<file path="src/include/sspp_params.svh">
// sspp_params.svh: constants for the socket status and power pin block
// assumes: included by bare name from design files
`ifndef SSPP_PARAMS_SVH
`define SSPP_PARAMS_SVH
`define SSPP_RING_BIT        7
`define SSPP_SPKR_BIT        4
`define SSPP_ACTV_BIT        5
`define SSPP_SER_BITS        8
`define SSPP_SYNC_RST        2'h0
`define SSPP_VCC_OFF_N       1'h1
`endif

</file>
<file path="src/include/sspp_pkg.sv">
// sspp_pkg.sv: types of the socket status and power pin block
// assumes: nothing beyond the params header
package sspp_pkg;
	typedef enum logic [1:0] {
		SSPP_MEM,
		SSPP_IO,
		SSPP_CB
	} sspp_mode_t;
	typedef enum logic [1:0] {
		SSPP_IDLE,
		SSPP_SHIFT,
		SSPP_LATCH
	} sspp_ser_t;
endpackage

</file>
<file path="src/include/sspp_ser_if.sv">
// sspp_ser_if.sv: serial power word between top and shifter
// assumes: one clock domain
`timescale 1ns/1ps
interface sspp_ser_if #(parameter int W = 8);
	logic         start;
	logic [W-1:0] word;
	logic         busy;
	logic         dout;
	logic         latch;
	modport ctl (output start, output word, input busy, input dout,
		input latch);
	modport shf (input start, input word, output busy, output dout,
		output latch);
endinterface

</file>
<file path="src/design/sspp_pins.sv">
// sspp_pins.sv: socket status, sense, speaker, led and power pins
// assumes: one clock, synchronous inputs, two sockets
//
// Function
// (RL1) memory mode: shared input reads as battery dead
// (RL2) io mode: shared input is active-low status change
// (RL3) ring enable bit 7 set: shared input is ring indicate for wake
// (RL4) cardbus mode: shared input is cardbus status change, may wake
// (RL5) both sense inputs together give voltage; cardbus sense pair
// (RL6) sense pull-ups follow data write bits and card-detect pull-up bits
// (RL7) audio goes to speaker only while misc control bit 4 set
// (RL8) activity led shows disk activity when led input configured
// (RL9) vendor mode bit 5: led shows socket a; b via mux control
// (RL10) system supplies 10-100 kHz reference on power clock
// (RL11) serial mode drives data and latch pins to the switch
// (RL12) parallel mode: active-low 5v and 3.3v enables, never both
// (RL13) parallel enables only in parallel mode, else serial pins
// (RL14) battery warn input may be configured as drive led input
// (RL15) serial word shifted on reference clock, then latch pulsed
// (RL16) status inputs synchronised before setting any event
`timescale 1ns/1ps
`include "sspp_params.svh"
module sspp_pins #(
	parameter int SER_W = `SSPP_SER_BITS
) (
	input  wire logic              clk_sys,
	input  wire logic              sys_rst,
	input  wire sspp_pkg::sspp_mode_t mode_a,
	input  wire sspp_pkg::sspp_mode_t mode_b,
	input  wire logic [7:0]        int_gen_ctrl,
	input  wire logic [7:0]        misc_ctrl1_a,
	input  wire logic [7:0]        misc_ctrl1_b,
	input  wire logic [7:0]        vendor_ctrl,
	input  wire logic              mux_sel_b_actv,
	input  wire logic [1:0]        led_cfg,
	input  wire logic [1:0]        battery_dead_in,
	input  wire logic [1:0]        battery_warn_audio_led_in,
	input  wire logic [1:0]        volt_sense_one,
	input  wire logic [1:0]        volt_sense_two,
	input  wire logic [1:0]        sense_data_wr,
	input  wire logic [1:0]        cd_pullup_en,
	input  wire logic              parallel_power_ctrl_mode,
	input  wire logic [1:0]        req_five,
	input  wire logic [1:0]        req_three,
	input  wire logic              ser_go,
	input  wire logic              power_serial_clock,
	output logic [1:0]             bat_dead,
	output logic [1:0]             stat_chg_evt,
	output logic [1:0]             ring_evt,
	output logic [1:0]             cb_stat_evt,
	output logic                   pme_req,
	output logic [1:0]             sense_pu_en,
	output logic [3:0]             volt_code,
	output logic                   speaker_drive_out,
	output logic                   led_out,
	output logic                   socket_a_activity,
	output logic                   socket_b_activity,
	output logic                   sock_a_five_volt_en_n,
	output logic                   sock_a_three_volt_en_n,
	output logic                   sock_b_five_volt_en_n,
	output logic                   sock_b_three_volt_en_n,
	output logic                   power_serial_dout,
	output logic                   power_serial_latch,
	output logic                   ser_busy
);
	sspp_ser_if #(.W(SER_W)) ser ();
	logic [1:0] st_s1_q, st_s2_q, st_s3_q;
	logic [1:0] ck_q;
	logic [1:0] bd_q, vo_q, vt_q;
	logic [1:0] chg_d, ring_d, cb_d;
	logic       spk_q, led_q, act_a_q, act_b_q;
	logic [3:0] pen_q;
	logic       ser_start_q;
	logic       ring_en;

	function automatic logic is_mode(input sspp_pkg::sspp_mode_t m,
		input sspp_pkg::sspp_mode_t w);
		return m == w;
	endfunction

	assign ring_en = int_gen_ctrl[`SSPP_RING_BIT];

	always_ff @(posedge clk_sys) begin
		if (sys_rst) begin
			st_s1_q <= `SSPP_SYNC_RST;
			st_s2_q <= `SSPP_SYNC_RST;
			st_s3_q <= `SSPP_SYNC_RST;
			ck_q    <= 2'h0;
		end else begin
			st_s1_q <= battery_dead_in; // RL16
			st_s2_q <= st_s1_q;
			st_s3_q <= st_s2_q;
			ck_q    <= {ck_q[0], power_serial_clock};
		end
	end

	genvar i;
	generate
		for (i = 0; i < 2; i++) begin : g_sk
			sspp_pkg::sspp_mode_t m;
			assign m = (i == 0) ? mode_a : mode_b;
			always_comb begin
				chg_d[i]  = 1'h0;
				ring_d[i] = 1'h0;
				cb_d[i]   = 1'h0;
				if (ring_en && !st_s2_q[i] && st_s3_q[i])
					ring_d[i] = 1'h1; // RL3
				else if (is_mode(m, sspp_pkg::SSPP_IO))
					chg_d[i] = !st_s2_q[i] && st_s3_q[i]; // RL2
				else if (is_mode(m, sspp_pkg::SSPP_CB))
					cb_d[i] = st_s2_q[i] && !st_s3_q[i]; // RL4
			end
		end
	endgenerate

	always_ff @(posedge clk_sys) begin
		if (sys_rst) begin
			bd_q         <= 2'h0;
			stat_chg_evt <= 2'h0;
			ring_evt     <= 2'h0;
			cb_stat_evt  <= 2'h0;
			pme_req      <= 1'h0;
		end else begin
			bd_q[0] <= is_mode(mode_a, sspp_pkg::SSPP_MEM) & st_s2_q[0]; // RL1
			bd_q[1] <= is_mode(mode_b, sspp_pkg::SSPP_MEM) & st_s2_q[1]; // RL1
			stat_chg_evt <= chg_d;
			ring_evt     <= ring_d;
			cb_stat_evt  <= cb_d;
			pme_req      <= |(ring_d | cb_d); // RL4
		end
	end
	assign bat_dead = bd_q;

	always_ff @(posedge clk_sys) begin
		if (sys_rst) begin
			vo_q        <= 2'h0;
			vt_q        <= 2'h0;
			sense_pu_en <= 2'h0;
		end else begin
			vo_q        <= volt_sense_one; // RL5
			vt_q        <= volt_sense_two;
			sense_pu_en <= sense_data_wr & cd_pullup_en; // RL6
		end
	end
	assign volt_code = {vt_q[1], vo_q[1], vt_q[0], vo_q[0]}; // RL5

	always_ff @(posedge clk_sys) begin
		if (sys_rst) begin
			spk_q   <= 1'h0;
			led_q   <= 1'h0;
			act_a_q <= 1'h0;
			act_b_q <= 1'h0;
		end else begin
			spk_q <= (misc_ctrl1_a[`SSPP_SPKR_BIT] &
				is_mode(mode_a, sspp_pkg::SSPP_IO) &
				!battery_warn_audio_led_in[0]) |
				(misc_ctrl1_b[`SSPP_SPKR_BIT] &
				is_mode(mode_b, sspp_pkg::SSPP_IO) &
				!battery_warn_audio_led_in[1]); // RL7
			led_q <= |(led_cfg & ~battery_warn_audio_led_in); // RL8 RL14
			act_a_q <= vendor_ctrl[`SSPP_ACTV_BIT] & led_cfg[0] &
				!battery_warn_audio_led_in[0]; // RL9
			act_b_q <= mux_sel_b_actv & led_cfg[1] &
				!battery_warn_audio_led_in[1]; // RL9
		end
	end
	assign speaker_drive_out = spk_q;
	assign led_out           = vendor_ctrl[`SSPP_ACTV_BIT] ? act_a_q : led_q;
	assign socket_a_activity = act_a_q;
	assign socket_b_activity = act_b_q;

	always_ff @(posedge clk_sys) begin
		if (sys_rst)
			pen_q <= {4{`SSPP_VCC_OFF_N}};
		else if (parallel_power_ctrl_mode) begin // RL13
			pen_q[0] <= !req_five[0]; // RL12
			pen_q[1] <= !(req_three[0] & !req_five[0]); // RL12
			pen_q[2] <= !req_five[1];
			pen_q[3] <= !(req_three[1] & !req_five[1]);
		end else
			pen_q <= {4{`SSPP_VCC_OFF_N}};
	end
	assign sock_a_five_volt_en_n  = pen_q[0];
	assign sock_a_three_volt_en_n = pen_q[1];
	assign sock_b_five_volt_en_n  = pen_q[2];
	assign sock_b_three_volt_en_n = pen_q[3];

	always_ff @(posedge clk_sys) begin
		if (sys_rst)
			ser_start_q <= 1'h0;
		else
			ser_start_q <= ser_go & !parallel_power_ctrl_mode & !ser.busy;
	end
	assign ser.start = ser_start_q;
	assign ser.word  = SER_W'({req_three[1], req_five[1],
		req_three[0], req_five[0]});

	sspp_ser_shift #(.W(SER_W)) u_shift (
		.clk_sys  (clk_sys),
		.sys_rst  (sys_rst),
		.ref_tick (ck_q[0] & !ck_q[1]), // RL10
		.s        (ser)
	);
	assign power_serial_dout  = parallel_power_ctrl_mode ? 1'h0 : ser.dout; // RL11
	assign power_serial_latch = parallel_power_ctrl_mode ? 1'h0 : ser.latch; // RL11
	assign ser_busy           = ser.busy;

	property p_excl_a;
		@(posedge clk_sys) disable iff (sys_rst)
		!(!sock_a_five_volt_en_n && !sock_a_three_volt_en_n);
	endproperty
	a_excl_a: assert property (p_excl_a) // RL12
		else $error("socket a both supplies on");
	property p_excl_b;
		@(posedge clk_sys) disable iff (sys_rst)
		!(!sock_b_five_volt_en_n && !sock_b_three_volt_en_n);
	endproperty
	a_excl_b: assert property (p_excl_b) // RL12
		else $error("socket b both supplies on");
	property p_par_off;
		@(posedge clk_sys) disable iff (sys_rst)
		!parallel_power_ctrl_mode |=> (&pen_q);
	endproperty
	a_par_off: assert property (p_par_off) // RL13
		else $error("parallel enable outside parallel mode");
	property p_ring;
		@(posedge clk_sys) disable iff (sys_rst)
		ring_evt[0] |-> $past(ring_en) && !st_s3_q[0];
	endproperty
	a_ring: assert property (p_ring) // RL3
		else $error("ring event without enable");
	property p_spk;
		@(posedge clk_sys) disable iff (sys_rst)
		speaker_drive_out |-> $past(misc_ctrl1_a[4] | misc_ctrl1_b[4]);
	endproperty
	a_spk: assert property (p_spk) // RL7
		else $error("speaker driven while disabled");
	property p_pu;
		@(posedge clk_sys) disable iff (sys_rst)
		sense_pu_en[0] |-> $past(sense_data_wr[0] & cd_pullup_en[0]);
	endproperty
	a_pu: assert property (p_pu) // RL6
		else $error("pull-up on without both controls");
	property p_bd;
		@(posedge clk_sys) disable iff (sys_rst)
		bat_dead[0] |-> $past(mode_a == sspp_pkg::SSPP_MEM);
	endproperty
	a_bd: assert property (p_bd) // RL1
		else $error("battery dead outside memory mode");
	property p_pme;
		@(posedge clk_sys) disable iff (sys_rst)
		|cb_stat_evt |-> pme_req;
	endproperty
	a_pme: assert property (p_pme) // RL4
		else $error("status change without wake");
	c_ring: cover property (@(posedge clk_sys) ring_evt[0]);
	c_latch: cover property (@(posedge clk_sys) power_serial_latch);
	c_par: cover property (@(posedge clk_sys) !sock_a_five_volt_en_n);
endmodule

</file>
<file path="src/design/sspp_ser_shift.sv">
// sspp_ser_shift.sv: serial shifter to the socket power switch
// assumes: ref_tick is a synchronised one-cycle tick of the power clock
`timescale 1ns/1ps
`include "sspp_params.svh"
module sspp_ser_shift #(
	parameter int W = `SSPP_SER_BITS
) (
	input  wire logic clk_sys,
	input  wire logic sys_rst,
	input  wire logic ref_tick,
	sspp_ser_if.shf   s
);
	sspp_pkg::sspp_ser_t st_q;
	logic [W-1:0]        sh_q;
	logic [7:0]          cnt_q;
	logic                dout_q;
	logic                latch_q;

	always_ff @(posedge clk_sys) begin
		if (sys_rst) begin
			st_q    <= sspp_pkg::SSPP_IDLE;
			sh_q    <= '0;
			cnt_q   <= 8'h00;
			dout_q  <= 1'h0;
			latch_q <= 1'h0;
		end else begin
			case (st_q)
			sspp_pkg::SSPP_IDLE: begin
				latch_q <= 1'h0;
				if (s.start) begin
					sh_q  <= s.word;
					cnt_q <= 8'h00;
					st_q  <= sspp_pkg::SSPP_SHIFT;
				end
			end
			sspp_pkg::SSPP_SHIFT: if (ref_tick) begin // RL15
				dout_q <= sh_q[W-1];
				sh_q   <= {sh_q[W-2:0], 1'h0};
				cnt_q  <= cnt_q + 8'h01;
				if (cnt_q == 8'(W - 1))
					st_q <= sspp_pkg::SSPP_LATCH;
			end
			sspp_pkg::SSPP_LATCH: if (ref_tick) begin
				latch_q <= 1'h1; // RL15
				st_q    <= sspp_pkg::SSPP_IDLE;
			end
			default: st_q <= sspp_pkg::SSPP_IDLE;
			endcase
		end
	end

	assign s.busy  = (st_q != sspp_pkg::SSPP_IDLE);
	assign s.dout  = dout_q;
	assign s.latch = latch_q;

	property p_latch_one;
		@(posedge clk_sys) disable iff (sys_rst)
		$rose(latch_q) |=> !latch_q;
	endproperty
	a_latch_one: assert property (p_latch_one) // RL15
		else $error("latch held longer than one cycle");
endmodule

</file>
<file path="config.mk">
export PLATFORM = sky130hd
export DESIGN_NAME = sspp_pins
export DESIGN_NICKNAME = d
export VERILOG_FILES = /design/src/include/sspp_pkg.sv /design/src/include/sspp_ser_if.sv /design/src/design/sspp_pins.sv /design/src/design/sspp_ser_shift.sv
export VERILOG_INCLUDE_DIRS = /design/src /design/src/include
export SDC_FILE = /design/constraint.sdc
export NUM_CORES = 1
export LEC_CHECK = 0
export BUFFER_PORTS_ARGS = -buffer_cell sky130_fd_sc_hd__buf_4
export CAP_MARGIN = 20
export CORE_ASPECT_RATIO = 0.75
export CORE_MARGIN = 1
export CORE_UTILIZATION = 40
export DETAILED_ROUTE_END_ITERATION = 10
export GPL_ROUTABILITY_DRIVEN = 0
export PLACE_DENSITY = 0.73
export SYNTH_ARGS = -nofsm -noshare
export SYNTH_HDL_FRONTEND = slang
export SYNTH_SLANG_ARGS = --single-unit
</file>
<file path="constraint.sdc">
create_clock -name clk_sys -period 2.1 [get_ports clk_sys]
set_input_delay 0.21 -clock clk_sys [delete_from_list [all_inputs] [get_ports clk_sys]]
set_output_delay 0.21 -clock clk_sys [all_outputs]
set_load 0.02 [all_outputs]
</file>
==> results.cfg <==
[worst_setup_path]
start_kind = flip-flop
critical_path_class = flip-flop to flip-flop
crit_arrival_ps = 1940
slowest_stage = or4_1
crit_chain = nor3b_4, nor2_4, or4_1, a21oi_1
required_ps = 2330
rrSetupSlack_ps = 400
slowest_delay_ps = 520
cp_max_fo = 10
cp-end-kind = flip-flop

[floorplan]
coreArea_um2 = 4467
io_pins = 86
start_util_pct = 41.62
die_w_um = 80.73
die-area_um2 = 4928
die_h_um = 61.05
rows = 21

[global_routing]
overflow = 0
grt_pass1_wl_um = 5927
grt_antenna_before_repair = 0
grt_usage_pct = 16.16
grt_pass1_vias = 1338
grt_max_degree = 40

[power]
seq_power_share_pct = 55.3
p_int_mw = 1.452
p_clk_share_pct = 35.5
p_sw_mw = 0.3962
sw_frac_of_total_pct = 21.44
irDropWorstVdd_mv = 0.4654
combPwrFrac_pct = 9.2
p_per_area_nw_per_um2 = 756.8
power.leakage_nw = 1.014

[routing]
vias = 1441
drtIter0Drc = 103
wl_per_cell_um = 12.14
avgViaCountPerCell = 4.772
wirelength_um = 3665
drcViolationCount = 0
drt_pre_antenna_iters = 4
drtAntennaViolNets = 0

[logic_synthesis]
ys.flop_type = dfxtp_1
synth-warning-count = 0
synth_edf_count = 0
ys_types = 37
synth_cells = 186
syn_area_um2 = 1859
syn_nets = 247
ys_ff_latch = 52
ys_async_sr_fraction_pct = 0
yosysSeqAreaShare_pct = 55.99
avgSynthCellArea_um2 = 9.996

[final_layout]
antenna_cells = 0
final_core_util_pct = 54.68
areaGrowthSynthToFinish_pct = 31.36
final_common_cell = buf_4
fin_cells = 302
layout.nets = 305
drive_above_1_share_pct = 29.80
design_area_um2 = 2442
layout_common_cells = buf_4 (59), dfxtp_1 (52), nor2_1 (22)

[sta]
hold_viol_final = 0
tightest_slew_ps = 473.9
setup_viol = 0
fmax_mhz = 586.9
maxSlewHeadroom_pct = 68.37
min_period_over_period_pct = 81.14
tns_ps = 0
post-route-min-period_ps = 1704
drv_slew = 0
clock_skew_ps = 5.689
rsz0062_at_grt = false

[cts]
clkLatencyLatePin_ps = 300
clockRootBuffer = clkbuf_8
clock_sinks = 52
postCtsSetupBuffers = 0
clk_pin_slew_worst_paths_ps = 90
cts_tree = yes
ctsResizeCount = 0
clockBufferDepth = 2
hold_buffers = 0
numCtsBuffers = 5
h-tree-depth = 2

[placement]
place_hpwl_um = 2647
placed_cell_area_um2 = 2335
dp_cells = 294
port_buffers = 57

[run]
cap_viol_max_count = 0

[run_status]
status = completed

[worst_hold_path]
hold_path_class = primary input to flip-flop
==> through the flow <==
stage | power (mW) | setup slack, ps | hold slack, ps
final | 1.848 | 396.2 | 75.42
after global routing | 1.935 | 318.2 | 72.39
after CTS | 1.873 | 409.4 | 66.91
after detailed placement | 1.216 | 419.7 | 387.6
after global placement | 1.213 | 475.5 | 385.9
after floorplan | 1.131 | 590.9 | 271.9
==> routing by layer <==
| metal | track usage (%) | routed length (µm) | up-vias |
|---|---|---|---|
| met1 | 21.08 | 1810 | 641 |
| met4 | 4.592 | 30 | 0 |
| met3 | 6.222 | 279 | 5 |
| met5 | 0 | 0 | - |
| met2 | 25.30 | 1544 | 49 |
| li1 | - | - | 746 |
==> worst paths after layout <==
path                                 startpoint                to  cells past startpoint
worst min register to register       st_s1_q[0]        st_s2_q[0]                      1
worst min-delay path                  mode_b[1]       bat_dead[1]                      2
worst max-delay path            u_shift.st_q[0]  u_shift.cnt_q[7]                      4
worst max register to register  u_shift.st_q[0]  u_shift.cnt_q[7]                      4
==> synthesized netlist by cell type, types with 3 or more instances <==
library cell   n  area [µm²]
a211oi_1       5       37.54
a21oi_1       10       50.05
and3_1         3       18.77
buf_1          3       11.26
clkbuf_1       3       11.26
dfxtp_1       52        1041
mux2i_1        5       50.05
nand2_1       12       45.04
nand2b_1       9       56.30
nand3_1        6       30.03
nand3b_1       3       22.52
nor2_1        22       82.58
nor2b_1       16       100.1
nor3b_1        5       37.54
xor2_1         4       35.03
==> layout make-up <==
cell class / count / area (µm²)
Fill cell: 423 / 2024
Sequential cell: 52 / 1041
Inverter: 1 / 3.754
Multi-Input combinational cell: 125 / 775.7
Clock inverter: 2 / 35.03
Clock buffer: 6 / 72.57
Timing Repair Buffer: 59 / 442.9
Tap cell: 57 / 71.32
==> flip-flops by register name, indices dropped and copies added (netlist names), 2 cells and up <==
signal	flops
sense_pu_en	2
st_s2_q	2
ring_evt	2
u_shift.cnt_q	8
bat_dead	2
u_shift.st_q	2
stat_chg_evt	2
pen_q	4
vt_q	2
u_shift.sh_q	8
st_s1_q	2
cb_stat_evt	2
vo_q	2
ck_q	2
st_s3_q	2
==> cell families (layout without fill, tap and decap cells) <==
kind of cell	Yosys count	after routing	share of synthesized area, %
simple gates	92	92	28.33
flops	52	52	55.99
compound gates	22	22	7.537
buf+inv	9	68	2.287
mux	6	6	3.298
xor+xnor	4	4	1.884
fa+ha+maj	1	1	0.6728
==> critical path, delay by kind of cell, from the launching register on <==
kind	cells	cell delay (ps)
simple gates	3	1110
flops	1	380
compound gates	1	150
==> power groups by stage <==
stage	Sequential [mW]	Clock, mW	Combinational [mW]
3_5_place_dp	1.05	0	0.170
5_1_grt	1.03	0.724	0.184
6_report	1.02	0.656	0.170
3_3_place_gp	1.04	0	0.168
4_1_cts	1.02	0.680	0.171
2_1_floorplan	1.06	0	0.0720
Power figures use the tool's default switching activity.
